### src/common/dlm_pkg.sv
// package: constants and carrier types for the dual-port lane mapper
package dlm_pkg;

	// ****************************************
	// register map (byte addresses)
	// ****************************************
	localparam logic [7:0] DLM_CTRL_OFS = 8'h00;
	localparam logic [7:0] DLM_STRAP_OFS = 8'h04;
	localparam logic [7:0] DLM_STAT_OFS = 8'h08;

	// control register fields
	localparam int DLM_CTRL_FSYNC_BIT = 0;
	localparam int DLM_CTRL_TSYNC_BIT = 1;
	localparam logic [1:0] DLM_CTRL_RST = 2'h0;

	// status register fields
	localparam int DLM_STAT_OVR_BIT = 0;
	localparam int DLM_STAT_LVL_LSB = 1;

	// strap register fields
	localparam int DLM_STRAP_ORDA_LSB = 0;
	localparam int DLM_STRAP_FLIPA_BIT = 2;
	localparam int DLM_STRAP_ORDB_LSB = 3;
	localparam int DLM_STRAP_FLIPB_BIT = 5;
	localparam int DLM_STRAP_PORD_BIT = 6;
	localparam int DLM_STRAP_CMD_BIT = 7;
	localparam int DLM_STRAP_HOST_LSB = 8;
	localparam int DLM_STRAP_MODE_LSB = 10;

	// ****************************************
	// lane-order and host-link codes
	// ****************************************
	localparam logic [1:0] DLM_ORD_3210 = 2'h0;
	localparam logic [1:0] DLM_ORD_0123 = 2'h1;
	localparam logic [1:0] DLM_ORD_2103 = 2'h2;
	localparam logic [1:0] DLM_ORD_3012 = 2'h3;
	localparam logic [1:0] DLM_HOST_I2C0 = 2'h0;
	localparam logic [1:0] DLM_HOST_SPI = 2'h1;
	localparam logic [1:0] DLM_HOST_I2C1 = 2'h2;

	// cycles after reset release before straps are latched
	localparam logic [1:0] DLM_STRAP_SETTLE = 2'h3;

	typedef enum logic [1:0] {
		DLM_LINK_I2C,
		DLM_LINK_SPI,
		DLM_LINK_NONE
	} dlm_link_mode_t;

	// one port's pins as single-ended samples
	typedef struct packed {
		logic clk_pos;
		logic [3:0] lane_pos;
		logic [3:0] lane_neg;
	} dlm_port_pins_t;

	// latched strap set
	typedef struct packed {
		logic [1:0] host_link;
		logic cmd_port;
		logic port_order;
		logic flip_b;
		logic [1:0] order_b;
		logic flip_a;
		logic [1:0] order_a;
	} dlm_straps_t;

	// one paired word: first and second part of the line
	typedef struct packed {
		logic [3:0] first;
		logic [3:0] second;
	} dlm_word_t;

endpackage : dlm_pkg

### src/verilog/dlm_lane_mapper.sv
// dual-port lane mapper: strap decode, lane/polarity mapping, apb regs
// Operation
// RL1: order code places logical lanes on pins
// RL2: polarity flip swaps legs on D0,D2,D3
// RL3: ports A and B configured independently
// RL4: port-order strap picks first line part
// RL5: command-port strap picks data order, commands
// RL6: host strap selects I2C or SPI sideband
// RL7: host strap bit0 pulled low when open
// RL8: frame sync output low unless enabled
// RL9: touch sync output low unless enabled
// RL10: each port: clock lane, four bidirectional lanes; lanes receive only here, oe held 0
// RL11: straps static, captured at reset release
//
// Our own choices: the APB slave port and the register addresses.
`timescale 1ns/10ps
`default_nettype none

module dlm_lane_mapper (
	input wire logic pclk,
	input wire logic presetn,
	input wire logic psel,
	input wire logic penable,
	input wire logic pwrite,
	input wire logic [7:0] paddr,
	input wire logic [31:0] pwdata,
	output logic [31:0] prdata,
	output logic pready,
	output logic pslverr,
	input wire dlm_pkg::dlm_port_pins_t port_a_pins,
	input wire dlm_pkg::dlm_port_pins_t port_b_pins,
	output logic [3:0] port_a_lane_oe,
	output logic [3:0] port_b_lane_oe,
	input wire logic [1:0] lane_order_code_a,
	input wire logic [1:0] lane_order_code_b,
	input wire logic lane_polarity_flip_a,
	input wire logic lane_polarity_flip_b,
	input wire logic port_order_select,
	input wire logic cmd_port_select,
	input wire logic [1:0] host_link_select,
	output dlm_pkg::dlm_link_mode_t host_link_mode,
	output logic [3:0] cmd_lanes,
	output logic cmd_lanes_valid,
	output dlm_pkg::dlm_word_t word_data,
	output logic word_valid,
	input wire logic word_ready,
	input wire logic frame_sync_src,
	input wire logic touch_sync_src,
	output logic frame_sync_out,
	output logic touch_sync_out
);
	import dlm_pkg::*;

	// ****************************************
	// functions
	// ****************************************

	// polarity: swapped pairs read their negative leg
	function automatic logic [3:0] fix_polarity(
		input logic flip,
		input logic [3:0] pos,
		input logic [3:0] neg
	);
		return flip ? {neg[3:2], pos[1], neg[0]} : pos; // [RL2]
	endfunction : fix_polarity

	// pin bits p[0..3] to logical lanes
	function automatic logic [3:0] map_lanes(
		input logic [1:0] code,
		input logic [3:0] p
	);
		case (code)
			DLM_ORD_3210: return {p[0], p[1], p[2], p[3]}; // [RL1]
			DLM_ORD_0123: return p; // [RL1]
			DLM_ORD_2103: return {p[3], p[0], p[1], p[2]}; // [RL1]
			DLM_ORD_3012: return {p[0], p[3], p[2], p[1]}; // [RL1]
			default: return p;
		endcase
	endfunction : map_lanes

	// ****************************************
	// input synchronisers
	// ****************************************
	dlm_port_pins_t pa_s1_q, pa_s2_q, pb_s1_q, pb_s2_q;
	dlm_straps_t st_s1_q, st_s2_q;
	dlm_straps_t straps_q;
	logic pa_clk_d1_q, pb_clk_d1_q;
	// two flops on every lane, clock and strap pin before use
	always_ff @(posedge pclk or negedge presetn) begin
		if (!presetn) begin
			pa_s1_q <= '0;
			pa_s2_q <= '0;
			pb_s1_q <= '0;
			pb_s2_q <= '0;
			st_s1_q <= '0;
			st_s2_q <= '0;
		end else begin
			pa_s1_q <= port_a_pins;
			pa_s2_q <= pa_s1_q;
			pb_s1_q <= port_b_pins;
			pb_s2_q <= pb_s1_q;
			st_s1_q <= {host_link_select, cmd_port_select, port_order_select,
				lane_polarity_flip_b, lane_order_code_b,
				lane_polarity_flip_a, lane_order_code_a};
			st_s2_q <= st_s1_q;
		end
	end

	// ****************************************
	// strap capture
	// ****************************************
	logic [1:0] settle_q;
	logic straps_ok_q;
	// latch straps once after release, then hold them
	always_ff @(posedge pclk or negedge presetn) begin
		if (!presetn) begin
			settle_q <= '0;
			straps_ok_q <= 1'b0;
			straps_q <= '0;
		end else if (!straps_ok_q) begin
			if (settle_q == DLM_STRAP_SETTLE) begin
				straps_q <= st_s2_q; // [RL11]
				straps_ok_q <= 1'b1; // [RL11]
			end else begin
				settle_q <= settle_q + 2'h1;
			end
		end
	end
	// host sideband decode; open bit0 reads 0 via pad pull-down
	always_ff @(posedge pclk or negedge presetn) begin
		if (!presetn) begin
			host_link_mode <= DLM_LINK_NONE;
		end else if (!straps_ok_q) begin
			host_link_mode <= DLM_LINK_NONE; // no mode before strap latch
		end else begin
			case (straps_q.host_link) // [RL7]
				DLM_HOST_I2C0: host_link_mode <= DLM_LINK_I2C; // [RL6]
				DLM_HOST_I2C1: host_link_mode <= DLM_LINK_I2C; // [RL6]
				DLM_HOST_SPI: host_link_mode <= DLM_LINK_SPI; // [RL6]
				default: host_link_mode <= DLM_LINK_NONE;
			endcase
		end
	end

	// ****************************************
	// lane capture on link clock edges
	// ****************************************
	logic a_edge, b_edge;
	logic [3:0] a_lanes, b_lanes;
	logic [3:0] a_hold_q, b_hold_q;
	logic a_have_q, b_have_q;
	logic pair_go;
	logic second_is_a;
	dlm_word_t pair_word;
	assign a_edge = pa_s2_q.clk_pos & ~pa_clk_d1_q;
	assign b_edge = pb_s2_q.clk_pos & ~pb_clk_d1_q;
	// each port uses its own strap set
	assign a_lanes = map_lanes(straps_q.order_a, fix_polarity(straps_q.flip_a,
		pa_s2_q.lane_pos, pa_s2_q.lane_neg)); // [RL3]
	assign b_lanes = map_lanes(straps_q.order_b, fix_polarity(straps_q.flip_b,
		pb_s2_q.lane_pos, pb_s2_q.lane_neg)); // [RL3]
	// port-order and command-port straps together choose line order
	assign second_is_a = straps_q.cmd_port ^ straps_q.port_order; // [RL4] [RL5]
	assign pair_word = second_is_a ? {b_hold_q, a_hold_q}
		: {a_hold_q, b_hold_q};
	assign pair_go = a_have_q & b_have_q;
	// hold each port's newest beat until its partner arrives
	always_ff @(posedge pclk or negedge presetn) begin
		if (!presetn) begin
			pa_clk_d1_q <= 1'b0;
			pb_clk_d1_q <= 1'b0;
			a_hold_q <= '0;
			b_hold_q <= '0;
			a_have_q <= 1'b0;
			b_have_q <= 1'b0;
		end else begin
			pa_clk_d1_q <= pa_s2_q.clk_pos;
			pb_clk_d1_q <= pb_s2_q.clk_pos;
			if (a_edge && straps_ok_q) begin
				a_hold_q <= a_lanes;
			end
			if (b_edge && straps_ok_q) begin
				b_hold_q <= b_lanes;
			end
			a_have_q <= (a_edge & straps_ok_q) | (a_have_q & ~pair_go);
			b_have_q <= (b_edge & straps_ok_q) | (b_have_q & ~pair_go);
		end
	end

	// command lanes come only from the command port
	always_ff @(posedge pclk or negedge presetn) begin
		if (!presetn) begin
			cmd_lanes <= '0;
			cmd_lanes_valid <= 1'b0;
		end else begin
			cmd_lanes_valid <= straps_ok_q &
				(straps_q.cmd_port ? b_edge : a_edge); // [RL5]
			if (straps_ok_q && straps_q.cmd_port && b_edge) begin
				cmd_lanes <= b_lanes; // [RL5]
			end else if (straps_ok_q && !straps_q.cmd_port && a_edge) begin
				cmd_lanes <= a_lanes; // [RL5]
			end
		end
	end

	// data lanes are bidirectional, receive only here
	always_ff @(posedge pclk or negedge presetn) begin
		if (!presetn) begin
			port_a_lane_oe <= '0; // [RL10]
			port_b_lane_oe <= '0; // [RL10]
		end else begin
			port_a_lane_oe <= '0;
			port_b_lane_oe <= '0;
		end
	end

	// ****************************************
	// two-entry output buffer
	// ****************************************
	dlm_word_t skid_q;
	logic skid_v_q;
	logic buf_in_ready;
	logic push, pop;
	logic overrun_q;
	assign buf_in_ready = ~skid_v_q;
	assign push = pair_go & buf_in_ready;
	assign pop = word_valid & word_ready;
	// output stage plus skid entry; skid drains first
	always_ff @(posedge pclk or negedge presetn) begin
		if (!presetn) begin
			word_data <= '0;
			word_valid <= 1'b0;
			skid_q <= '0;
			skid_v_q <= 1'b0;
		end else begin
			if (pop && skid_v_q) begin
				word_data <= skid_q;
				skid_v_q <= push;
				skid_q <= pair_word;
			end else if (pop) begin
				word_valid <= push;
				word_data <= pair_word;
			end else if (push && !word_valid) begin
				word_valid <= 1'b1;
				word_data <= pair_word;
			end else if (push) begin
				skid_v_q <= 1'b1;
				skid_q <= pair_word;
			end
		end
	end

	// ****************************************
	// sync outputs
	// ****************************************
	logic [1:0] ctrl_q;
	// outputs stay low while not enabled
	always_ff @(posedge pclk or negedge presetn) begin
		if (!presetn) begin
			frame_sync_out <= 1'b0;
			touch_sync_out <= 1'b0;
		end else begin
			frame_sync_out <= ctrl_q[DLM_CTRL_FSYNC_BIT] & frame_sync_src; // [RL8]
			touch_sync_out <= ctrl_q[DLM_CTRL_TSYNC_BIT] & touch_sync_src; // [RL9]
		end
	end

	// ****************************************
	// apb slave
	// ****************************************
	logic acc;
	logic wr_go;
	logic hit;
	logic [31:0] rd_val;
	assign acc = psel & penable & ~pready;
	// writes land on the completing edge, with pready high
	assign wr_go = psel & penable & pready & pwrite;
	assign hit = (paddr == DLM_CTRL_OFS) | (paddr == DLM_STRAP_OFS) |
		(paddr == DLM_STAT_OFS);
	// read mux
	always_comb begin
		rd_val = '0;
		case (paddr)
			DLM_CTRL_OFS: rd_val[1:0] = ctrl_q;
			DLM_STRAP_OFS: begin
				rd_val[DLM_STRAP_MODE_LSB +: 2] = host_link_mode;
				rd_val[DLM_STRAP_HOST_LSB +: 2] = straps_q.host_link;
				rd_val[DLM_STRAP_CMD_BIT] = straps_q.cmd_port;
				rd_val[DLM_STRAP_PORD_BIT] = straps_q.port_order;
				rd_val[DLM_STRAP_FLIPB_BIT] = straps_q.flip_b;
				rd_val[DLM_STRAP_ORDB_LSB +: 2] = straps_q.order_b;
				rd_val[DLM_STRAP_FLIPA_BIT] = straps_q.flip_a;
				rd_val[DLM_STRAP_ORDA_LSB +: 2] = straps_q.order_a;
			end
			DLM_STAT_OFS: begin
				rd_val[DLM_STAT_OVR_BIT] = overrun_q;
				rd_val[DLM_STAT_LVL_LSB +: 2] = {1'b0, word_valid} +
					{1'b0, skid_v_q};
			end
			default: rd_val = '0;
		endcase
	end

	// one wait state: answer in the second access cycle
	always_ff @(posedge pclk or negedge presetn) begin
		if (!presetn) begin
			pready <= 1'b0;
			pslverr <= 1'b0;
			prdata <= '0;
		end else begin
			pready <= acc;
			pslverr <= acc & ~hit;
			if (acc && !pwrite) begin
				prdata <= rd_val;
			end
		end
	end

	// control register steers the sync outputs
	always_ff @(posedge pclk or negedge presetn) begin
		if (!presetn) begin
			ctrl_q <= DLM_CTRL_RST;
		end else if (wr_go && paddr == DLM_CTRL_OFS) begin
			ctrl_q <= pwdata[1:0]; // [RL8] [RL9]
		end
	end

	// sticky overrun: pair lost to a full buffer; set beats clear
	always_ff @(posedge pclk or negedge presetn) begin
		if (!presetn) begin
			overrun_q <= 1'b0;
		end else if (pair_go && !buf_in_ready) begin
			overrun_q <= 1'b1;
		end else if (wr_go && paddr == DLM_STAT_OFS &&
			pwdata[DLM_STAT_OVR_BIT]) begin
			overrun_q <= 1'b0;
		end
	end

endmodule : dlm_lane_mapper
`default_nettype wire

### config.mk
export PLATFORM = sky130hd
export DESIGN_NAME = dlm_lane_mapper
export DESIGN_NICKNAME = d
export VERILOG_FILES = /design/src/common/dlm_pkg.sv /design/src/verilog/dlm_lane_mapper.sv
export SDC_FILE = /design/constraint.sdc
export NUM_CORES = 1
export LEC_CHECK = 0
export ABC_AREA = 1
export BUFFER_PORTS_ARGS = -buffer_cell sky130_fd_sc_hd__buf_2
export CAP_MARGIN = 10
export CORE_MARGIN = 5
export CORE_UTILIZATION = 50
export CTS_CLUSTER_SIZE = 10
export DETAILED_ROUTE_END_ITERATION = 7
export HOLD_SLACK_MARGIN = 0.06
export PLACE_DENSITY = 0.81
export RECOVER_POWER = 50
export SLEW_MARGIN = 20
export SYNTH_ARGS = -nofsm -noshare
export SYNTH_HDL_FRONTEND = slang
export SYNTH_SLANG_ARGS = --single-unit
### constraint.sdc
create_clock -name pclk -period 1.65 [get_ports pclk]
set_input_delay 0 -clock pclk [delete_from_list [all_inputs] [get_ports pclk]]
set_output_delay 0 -clock pclk [all_outputs]
set_load 0.01 [all_outputs]
==> results.py, run 1 <==
metrics = {
    "outcome": {
        "outcome": "completed",
    },
    "finish": {
        "finalNetCount": 704,
        "drive_above_1_share": 0.207,
        "seq_area_um2": 3030,
        "syn_to_final_growth_pct": 30.7,
        "finish.instance_area_um2": 6240,
        "fillers": 685,
        "layout_commonest_cell": "nand2_1",
        "utilization": 0.673,
        "multi_input_area_um2": 1450,
        "final_cells": 767,
        "layout_common_cells": "141 x nand2_1, 120 x dfrtp_1, 74 x buf_2",
        "diodes": 0,
    },
    "setup_path": {
        "cp-start-kind": "flip-flop",
        "r2r-start": "pready$_DFF_PN0_",
        "worstSetupPathType": "reg2reg",
        "path_common_cell": "nand2_1",
        "worstPathArrival_ps": 2030,
        "crit_path_top_delay_cell": "dlygate4sd3_1",
        "worstPathMaxFanout": 7,
        "crit_path_cell_trace": "nor3_4 > nand2_1 > dlygate4sd3_1 > nand2_1",
        "cpPeakStageDelay_ps": 560,
        "r2r_cells": 4,
        "setup.worst_path.end_class": "flip-flop",
        "worstSetupStartpoint": "pready$_DFF_PN0_",
        "required_ps": 2090,
    },
    "timing": {
        "timing.final.ws_setup_ps": 61.6,
        "maxSlewViolCount": 0,
        "rsz0062_at_grt": "no",
        "finalSetupTns_ps": 0,
        "fmax_mhz": 630,
        "worstMarginPinSlew_ps": 636,
        "hold_viol": 0,
        "fin_worst_skew_ps": 8.00,
        "slew_headroom": 0.576,
        "fin_crit_ps": 1590,
        "setup_violations": 0,
        "post-route-period-util": 0.963,
    },
    "grt": {
        "gr-usage-all-layers": 0.183,
        "grt_pass1_wl_um": 16400,
        "grt_overflow": 0,
        "first_global_vias": 3611,
        "grt_max_degree": 47,
        "antenna_found_initial": 0,
    },
    "floorplanning": {
        "rows": 35,
        "core_um2": 9280,
        "die_width_um": 108,
        "ios": 136,
        "die_h_um": 108,
        "dieArea_um2": 11600,
        "initial_core_util": 0.515,
    },
    "logic_synthesis": {
        "synth_warnings": 0,
        "netlist_area_um2": 4780,
        "synth-seq-cells": 121,
        "avgSynthCellArea_um2": 9.81,
        "synth-seq-area-share": 0.634,
        "synthCells": 487,
        "synth_cell_types": 27,
    },
    "detailed_routing": {
        "antenna_left": 0,
        "drtIter0Drc": 158,
        "drcViolationCount": 0,
        "drt-pass1-iter-count": 5,
        "via_count": 3655,
        "vias_per_cell": 4.77,
        "wl_um": 9940,
        "wl_per_cell_um": 13.0,
    },
    "placed_design": {
        "io_buffers": 75,
        "dpl_cell_area_um2": 5220,
        "hpwl_um": 6500,
        "numPlacedInstances": 690,
        "preCtsSetupSlack_ps": 212,
        "routabilityCongestion": 0.854,
    },
    "min_path": {
        "hold_class": "in2reg",
        "hp-start": "paddr[4]",
        "min_path_cells": 7,
    },
    "clocking": {
        "clock_path_buffers": 2,
        "h-tree-depth": 4,
        "cts_buffers": 17,
        "cts.sinks": 121,
        "cts_tree": "done",
        "cts_setup_buffers": 0,
        "root_buffer": "clkbuf_8",
        "clkTransAtPathRegs_ps": 60,
        "clock_latency_ps": 510,
    },
    "run": {
        "max_cap_violations": 0,
    },
    "pwr": {
        "power.leakage_uw": 0.00321,
        "power_per_cell_area_nw_per_um2": 1310,
        "vdd_ir_drop_max_uv": 784,
    },
}
-- per-layer routing --
layer | global-route usage | vias up | share of wire
li1 | - | 1786 | -
met1 | 0.214 | 1713 | 0.41
met2 | 0.308 | 136 | 0.51
met3 | 0.0570 | 20 | 0.067
met4 | 0.0812 | 0 | 0.018
met5 | 0 | - | 0
-- report_power, final --
| group | total, µW | internal, µW | switching [µW] |
|---|---|---|---|
| Combinational | 1120 | 440 | 682 |
| Clock | 3550 | 2240 | 1310 |
| Sequential | 3500 | 3310 | 186 |
| Total | 8170 | 5990 | 2180 |
-- kinds of logic after synthesis --
| kind of cell | after synthesis | synth area share |
|---|---|---|
| XOR/XNOR | 1 | 0.00183 |
| AND/OR/NAND/NOR | 229 | 0.202 |
| flip-flops | 121 | 0.634 |
| other | 1 | 0.000785 |
| buffers and inverters | 75 | 0.0854 |
| AO/OA/AOI/OAI | 58 | 0.0707 |
| adder cells (fa/ha/maj) | 2 | 0.00524 |
-- metrics by stage --
stage	power [µW]	hold slack (ps)
after global placement	4540	-57.6
after CTS	8230	68.0
after detailed placement	4590	-55.3
after global routing	8580	108
final	8170	95.6
after floorplan	4230	-296
-- registers in the layout, summed over array words and instances, names as in the netlist, 2 cells and up --
signal,count
pa_s1_q,8
st_s2_q,10
b_hold_q,4
ctrl_q,2
a_hold_q,4
word_data,8
st_s1_q,10
pa_s2_q,8
pb_s1_q,8
settle_q,2
skid_q,8
pb_s2_q,8
straps_q,10
host_link_mode,2
cmd_lanes,4
prdata,12
-- layout make-up --
| class | instances | area share |
|---|---|---|
| Sequential cell | 121 | 0.485 |
| Multi-Input combinational cell | 318 | 0.233 |
| Timing Repair Buffer | 127 | 0.139 |
| Clock buffer | 19 | 0.0707 |
| Tap cell | 129 | 0.0258 |
| Inverter | 41 | 0.0246 |
| Clock inverter | 12 | 0.0224 |
-- path summary, 6_finish.rpt --
| check | end | slack, ps |
|---|---|---|
| max | prdata[0]$_DFFE_PN0P_ | 60 |
| min | ctrl_q[0]$_DFFE_PN0P_ | 100 |
| max reg2reg | prdata[0]$_DFFE_PN0P_ | 60 |
| min reg2reg | pb_s2_q[2]$_DFF_PN0_ | 340 |
| max in group asynchronous | skid_q[5]$_DFFE_PN0P_ | 260 |
| min in group asynchronous | straps_ok_q$_DFF_PN0_ | 860 |
-- worst max-delay path: cells and delay by family, from the launching register on --
family        cells  cell delay (ps)
buf+inv           1              560
flops             1              430
simple gates      3              540
-- synth_stat cells (all sizes together) --
library cell / count / area (µm²)
o211ai: 8 / 80.1
nand3: 37 / 185
nor3b: 1 / 7.51
a211o: 1 / 8.76
nor3: 5 / 47.5
inv: 41 / 154
conb: 1 / 3.75
nand2: 146 / 561
dfstp: 1 / 26.3
buf: 33 / 250
dfrtp: 120 / 3000
clkbuf: 1 / 3.75
a21oi: 10 / 50.1
nand4: 2 / 12.5
o21ai: 39 / 199
ha: 2 / 25.0
nor2: 38 / 153
xor2: 1 / 8.76
-- repair_timing --
action                                  4_1_cts  5_1_grt
gates resized for setup                       0        3
endpoints found under the setup margin        0        6
hold endpoints to repair                    179        0
hold buffers                                 47        0
Power figures use the tool's default switching activity.
==> run 2: changes to the inputs <==
--- a/config.mk
+++ b/config.mk
@@ -6,7 +6,7 @@
 export NUM_CORES = 1
 export LEC_CHECK = 0
 export ABC_AREA = 1
-export BUFFER_PORTS_ARGS = -buffer_cell sky130_fd_sc_hd__buf_2
+export BUFFER_PORTS_ARGS = -buffer_cell sky130_fd_sc_hd__buf_4
 export CAP_MARGIN = 10
 export CORE_MARGIN = 5
 export CORE_UTILIZATION = 50
==> constraint.sdc (replaced) <==
create_clock -name pclk -period 1.6 [get_ports pclk]
set_input_delay 0 -clock pclk [delete_from_list [all_inputs] [get_ports pclk]]
set_output_delay 0 -clock pclk [all_outputs]
set_load 0.01 [all_outputs]
==> run 2 against run 1 <==
Effect of this change:
- final cell count grew 0.13%
- global-route usage grew 0.91 points
- cell area grew 1.0%
- sequential share of layout area shrank 0.50 points
- critical path depth grew 4
- first-iteration DRC count grew 16%
- clock skew grew 6.5 ps
==> results.py, run 2 (synthesis results as in run 1) <==
metrics = {
    "outcome": {
        "outcome": "completed",
    },
    "timing": {
        "timing.final.ws_setup_ps": 22.0,
        "finalSetupTns_ps": 0,
        "whs_ps": 105,
        "fin_crit_ps": 1580,
        "fin_worst_skew_ps": 14.5,
        "hold_viol": 0,
        "post-route-period-util": 0.986,
        "maxSlewViolCount": 0,
        "fmax_mhz": 634,
        "setup_violations": 0,
    },
    "finish": {
        "largest_reg_flops": 12,
        "fillers": 719,
        "layout_commonest_cell": "nand2_1",
        "finish.instance_area_um2": 6310,
        "finalNetCount": 704,
        "layout_common_cells": "141 x nand2_1, 120 x dfrtp_1, 46 x dlygate4sd3_1",
        "top_register": "prdata",
        "drive_above_1_share": 0.156,
        "diodes": 0,
        "syn_to_final_growth_pct": 32.1,
    },
    "placed_design": {
        "io_buffers": 75,
        "hpwl_um": 6730,
        "preCtsSetupSlack_ps": 194,
        "routabilityCongestion": 0.830,
        "dpl_cell_area_um2": 5410,
    },
    "clocking": {
        "cts.sinks": 121,
        "clock_latency_ps": 500,
        "clock_path_buffers": 2,
        "h-tree-depth": 4,
        "cts_tree": "done",
        "clkTransAtPathRegs_ps": 60,
        "cts_setup_buffers": 0,
        "cts_buffers": 17,
        "root_buffer": "clkbuf_8",
    },
    "grt": {
        "first_global_vias": 3882,
        "gr-usage-all-layers": 0.192,
        "grt_max_degree": 47,
        "grt_overflow": 0,
        "grt_pass1_wl_um": 17400,
        "antenna_found_initial": 0,
    },
    "floorplanning": {
        "core_um2": 9280,
        "die_width_um": 108,
        "dieArea_um2": 11600,
        "initial_core_util": 0.515,
        "ios": 136,
        "die_h_um": 108,
        "rows": 35,
    },
    "detailed_routing": {
        "vias_per_cell": 4.79,
        "drt-pass1-iter-count": 5,
        "antenna_left": 0,
        "drt-met1-wl_um": 4190,
        "wl_met2_um": 5560,
        "drtIter0Drc": 183,
        "wl_per_cell_um": 13.8,
        "via_count": 3681,
        "wl_um": 10600,
        "top_layer": "met4",
        "drcViolationCount": 0,
        "met3_length_um": 620,
    },
    "pwr": {
        "clkPwrFrac": 0.414,
        "vdd_ir_drop_max_uv": 926,
        "p_switching_uw": 2290,
        "power_per_cell_area_nw_per_um2": 1290,
        "comb_power_share": 0.142,
        "switching_share": 0.281,
        "pwr-share-seq": 0.443,
        "power.leakage_uw": 0.00313,
        "p_int_uw": 5860,
    },
    "setup_path": {
        "setup.worst_path.end_class": "flip-flop",
        "worstPathArrival_ps": 2020,
        "worstSetupPathType": "in2reg",
        "worstPathMaxFanout": 5,
        "required_ps": 2040,
        "cp-start-kind": "primary input",
        "r2r_cells": 5,
    },
    "min_path": {
        "hold_class": "in2reg",
        "min_path_cells": 7,
    },
    "run": {
        "max_cap_violations": 0,
    },
}
run 2: power groups by stage:
stage	sequential (µW)	combinational, µW	clock (µW)
floorplan	3690	680	0
global placement	3650	1130	0
detailed placement	3670	1170	0
CTS	3620	1270	3440
global route	3660	1320	3580
finish	3620	1160	3380
run 2: per-stage QoR:
step	total power [µW]	utilization	instances
floorplan	4370	-	514
global placement	4780	0.583	689
detailed placement	4840	0.583	689
CTS	8330	0.692	768
global route	8560	0.680	768
finish	8150	0.680	768
run 2: metal layers:
metal	track usage	up-vias
li1	-	1779
met1	0.211	1753
met2	0.341	128
met3	0.0540	21
met4	0.0875	0
met5	0	-
run 2: worst max-delay path, stage by stage:
cell	delay, ps
dlygate4sd3_1	570
buf_4	150
nor2_1	190
nand3_1	120
nor2_2	210
nand3_1	130
dlygate4sd3_1	580
nand2_1	70
run 2: path summary, 6_finish.rpt:
| kind | from | endpoint | slack, ps |
|---|---|---|---|
| worst min-delay path | paddr[5] | ctrl_q[0]$_DFFE_PN0P_ | 110 |
| worst min register to register | st_s1_q[5]$_DFF_PN0_ | st_s2_q[5]$_DFF_PN0_ | 350 |
| min in group asynchronous | presetn | pb_s1_q[4]$_DFF_PN0_ | 530 |
| max in group asynchronous | presetn | b_hold_q[2]$_DFFE_PN0P_ | 460 |
| worst max register to register | pready$_DFF_PN0_ | ctrl_q[1]$_DFFE_PN0P_ | 60 |
| worst max-delay path | paddr[0] | ctrl_q[1]$_DFFE_PN0P_ | 20 |
run 2: repair_timing:
| action | 4_1_cts | 5_1_grt |
|---|---|---|
| resized for setup | 0 | 4 |
| setup endpoints to repair | 0 | 7 |
| hold buffers | 47 | 0 |
| hold endpoints to repair | 180 | 0 |
run 2: area by class of cell:
cell class / count / area [µm²] / share of cell area
repair buffers: 127 / 975 / 0.154
inverters: 41 / 154 / 0.0244
clock inverters: 13 / 96.3 / 0.0153
flip-flops and latches: 121 / 3030 / 0.480
clock buffers: 19 / 442 / 0.0700
multi-input cells: 318 / 1450 / 0.230
well taps: 129 / 161 / 0.0256
==> run 3: changes to the inputs <==
--- a/config.mk
+++ b/config.mk
@@ -8,6 +8,7 @@
 export ABC_AREA = 1
 export BUFFER_PORTS_ARGS = -buffer_cell sky130_fd_sc_hd__buf_4
 export CAP_MARGIN = 10
+export CORE_ASPECT_RATIO = 0.5
 export CORE_MARGIN = 5
 export CORE_UTILIZATION = 50
 export CTS_CLUSTER_SIZE = 10
==> run 3 against run 2 <==
Effect of this change:
- wire length increased by 0.73%
- cell area increased by 3.2%
- critical endpoint is now overrun_q$_DFFE_PN0P_
- die area grew 1.0%
- non-clock buffer count decreased by 2
- clock skew down 7.6 ps
- worst setup slack better by 69 ps
- largest power group is now clock
- power is 12% higher
- via count down 0.16%
- flip-flop and latch count unchanged
- sequential share of layout area down 1.5 points
- first-iteration DRC count rose by 61%
- sequential power is essentially flat
- critical path type unchanged
==> results.py, run 3 (synthesis results as in run 1) <==
metrics = {
    "detailed_routing": {
        "wl_um": 10700,
        "vias_per_cell": 4.85,
        "via_count": 3675,
        "drcViolationCount": 0,
        "drtIter0Drc": 294,
        "antenna_left": 0,
        "drt-pass1-iter-count": 5,
        "wl_per_cell_um": 14.1,
    },
    "finish": {
        "top_register": "prdata",
        "diodes": 0,
        "drive_above_1_share": 0.206,
        "layout_commonest_cell": "nand2_1",
        "syn_to_final_growth_pct": 36.2,
        "final_cells": 758,
        "layout_common_cells": "141 x nand2_1, 120 x dfrtp_1, 52 x buf_4",
        "finish.instance_area_um2": 6510,
        "fillers": 659,
        "finalNetCount": 702,
        "largest_reg_flops": 12,
        "utilization": 0.694,
    },
    "floorplanning": {
        "initial_core_util": 0.509,
        "core_um2": 9380,
        "dieArea_um2": 11700,
        "rows": 25,
        "ios": 136,
        "die_h_um": 79.1,
        "die_width_um": 148,
    },
    "timing": {
        "worstMarginPinSlew_ps": 1200,
        "maxSlewViolCount": 0,
        "hold_viol": 0,
        "post-route-period-util": 0.943,
        "fmax_mhz": 663,
        "whs_ps": 123,
        "setup_violations": 0,
        "slew_headroom": 0.203,
        "fin_crit_ps": 1510,
        "fin_worst_skew_ps": 6.86,
    },
    "setup_path": {
        "rrSetupSlack_ps": 100,
        "crit_path_cell_trace": "dlygate4sd3_1 > buf_4 > inv_1 > nand2_1 > nor3_2 > dlygate4sd3_1 > nand3_1 > nand2_1 > nand2_1",
        "worstSetupPathType": "in2reg",
        "worstPathArrival_ps": 1810,
        "regToRegEndpoint": "ctrl_q[0]$_DFFE_PN0P_",
        "worstSetupStartpoint": "paddr[2]",
        "cp-endpoint": "overrun_q$_DFFE_PN0P_",
        "setup.worst_path.end_class": "flip-flop",
        "required_ps": 1900,
        "path_common_cell": "nand2_1",
        "worstPathMaxFanout": 3,
        "r2r-start": "pready$_DFF_PN0_",
        "cpPeakStageDelay_ps": 570,
        "cp-start-kind": "primary input",
        "r2r_cells": 5,
        "crit_path_top_delay_cell": "dlygate4sd3_1",
    },
    "pwr": {
        "pwr-share-seq": 0.396,
        "p_int_uw": 6920,
        "power_per_cell_area_nw_per_um2": 1410,
        "clkPwrFrac": 0.467,
        "vdd_ir_drop_max_uv": 958,
        "power.leakage_uw": 0.00330,
        "total_power_uw": 9170,
        "switching_share": 0.245,
        "p_switching_uw": 2250,
        "comb_power_share": 0.136,
    },
    "grt": {
        "antenna_found_initial": 0,
        "grtUsageMet3": 0.0582,
        "use_met1": 0.242,
        "gr-usage-all-layers": 0.193,
        "use_met2": 0.309,
        "grt_max_degree": 54,
        "grt_overflow": 0,
        "first_global_vias": 3720,
        "grt_pass1_wl_um": 17700,
        "top_usage_layer": "met2",
    },
    "clocking": {
        "h-tree-depth": 4,
        "cts_buffers": 17,
        "cts.sinks": 121,
        "clock_latency_ps": 410,
        "clock_path_buffers": 2,
        "cts_tree": "done",
        "clkTransAtPathRegs_ps": 50,
        "root_buffer": "clkbuf_16",
    },
    "placed_design": {
        "io_buffers": 75,
        "numPlacedInstances": 681,
        "dpl_cell_area_um2": 5420,
        "routabilityCongestion": 0.911,
        "hpwl_um": 6710,
    },
    "min_path": {
        "hp-start": "paddr[1]",
        "hold_class": "in2reg",
    },
    "run": {
        "max_cap_violations": 0,
    },
    "outcome": {
        "outcome": "completed",
    },
}
[run 3: cell types whose count changed in the layout (fill, tap and decap cells not counted), sizes merged]
cell / before / now
clkbuf: 78 / 48
buf: 21 / 54
clkinv: 5 / 2
inv: 44 / 42
clkinvlp: 5 / 2
bufinv: 0 / 6
dlymetal6s4s: 1 / 0
dlygate4sd3: 46 / 44
[run 3: worst min-delay path by stage]
stage / to / slack, ps / depth (start not counted)
floorplan: a_have_q$_DFF_PN0_ / -300 / 0
global placement: st_s2_q[9]$_DFF_PN0_ / -110 / 1
detailed placement: st_s2_q[8]$_DFF_PN0_ / -110 / 1
CTS: ctrl_q[0]$_DFFE_PN0P_ / 70 / 7
global route: prdata[2]$_DFFE_PN0P_ / 160 / 6
finish: prdata[1]$_DFFE_PN0P_ / 120 / 8
[run 3: cell type report]
cell class,count,area [µm²],share of cell area
Sequential cell,121,3030,0.465
Multi-Input combinational cell,318,1450,0.223
Timing Repair Buffer,125,1060,0.162
Clock buffer,21,450,0.0692
Clock inverter,11,218,0.0334
Inverter,41,154,0.0236
Tap cell,121,151,0.0233
[run 3: stage by stage]
stage | setup TNS, ps | setup WS (ps)
after floorplan | 0 | 381
after global placement | 0 | 216
after detailed placement | 0 | 170
after CTS | 0 | 34.3
after global routing | -27.7 | -19.3
final | 0 | 91.5
[run 3: critical path, delay by kind of cell]
family | cells | cell delay (ps)
buffers and inverters | 4 | 1320
AND/OR/NAND/NOR | 5 | 490
[run 3: what timing repair did]
action | 4_1_cts | 5_1_grt
hold endpoints to repair | 165 | 0
gates resized for setup | 0 | 2
endpoints found under the setup margin | 0 | 5
hold buffers | 44 | 0
buffers inserted | 0 | 1
[run 3: metal layers]
metal | up-vias | routed length [µm]
met4 | 0 | 288
li1 | 1773 | -
met5 | - | 0
met3 | 30 | 752
met1 | 1732 | 4620
met2 | 140 | 5010
[run 3: power groups by stage]
stage	logic, µW	clock network, µW	registers [µW]
floorplan	680	0	3690
global placement	1140	0	3650
detailed placement	1160	0	3670
CTS	1270	4340	3630
global route	1420	4510	3670
finish	1250	4290	3630
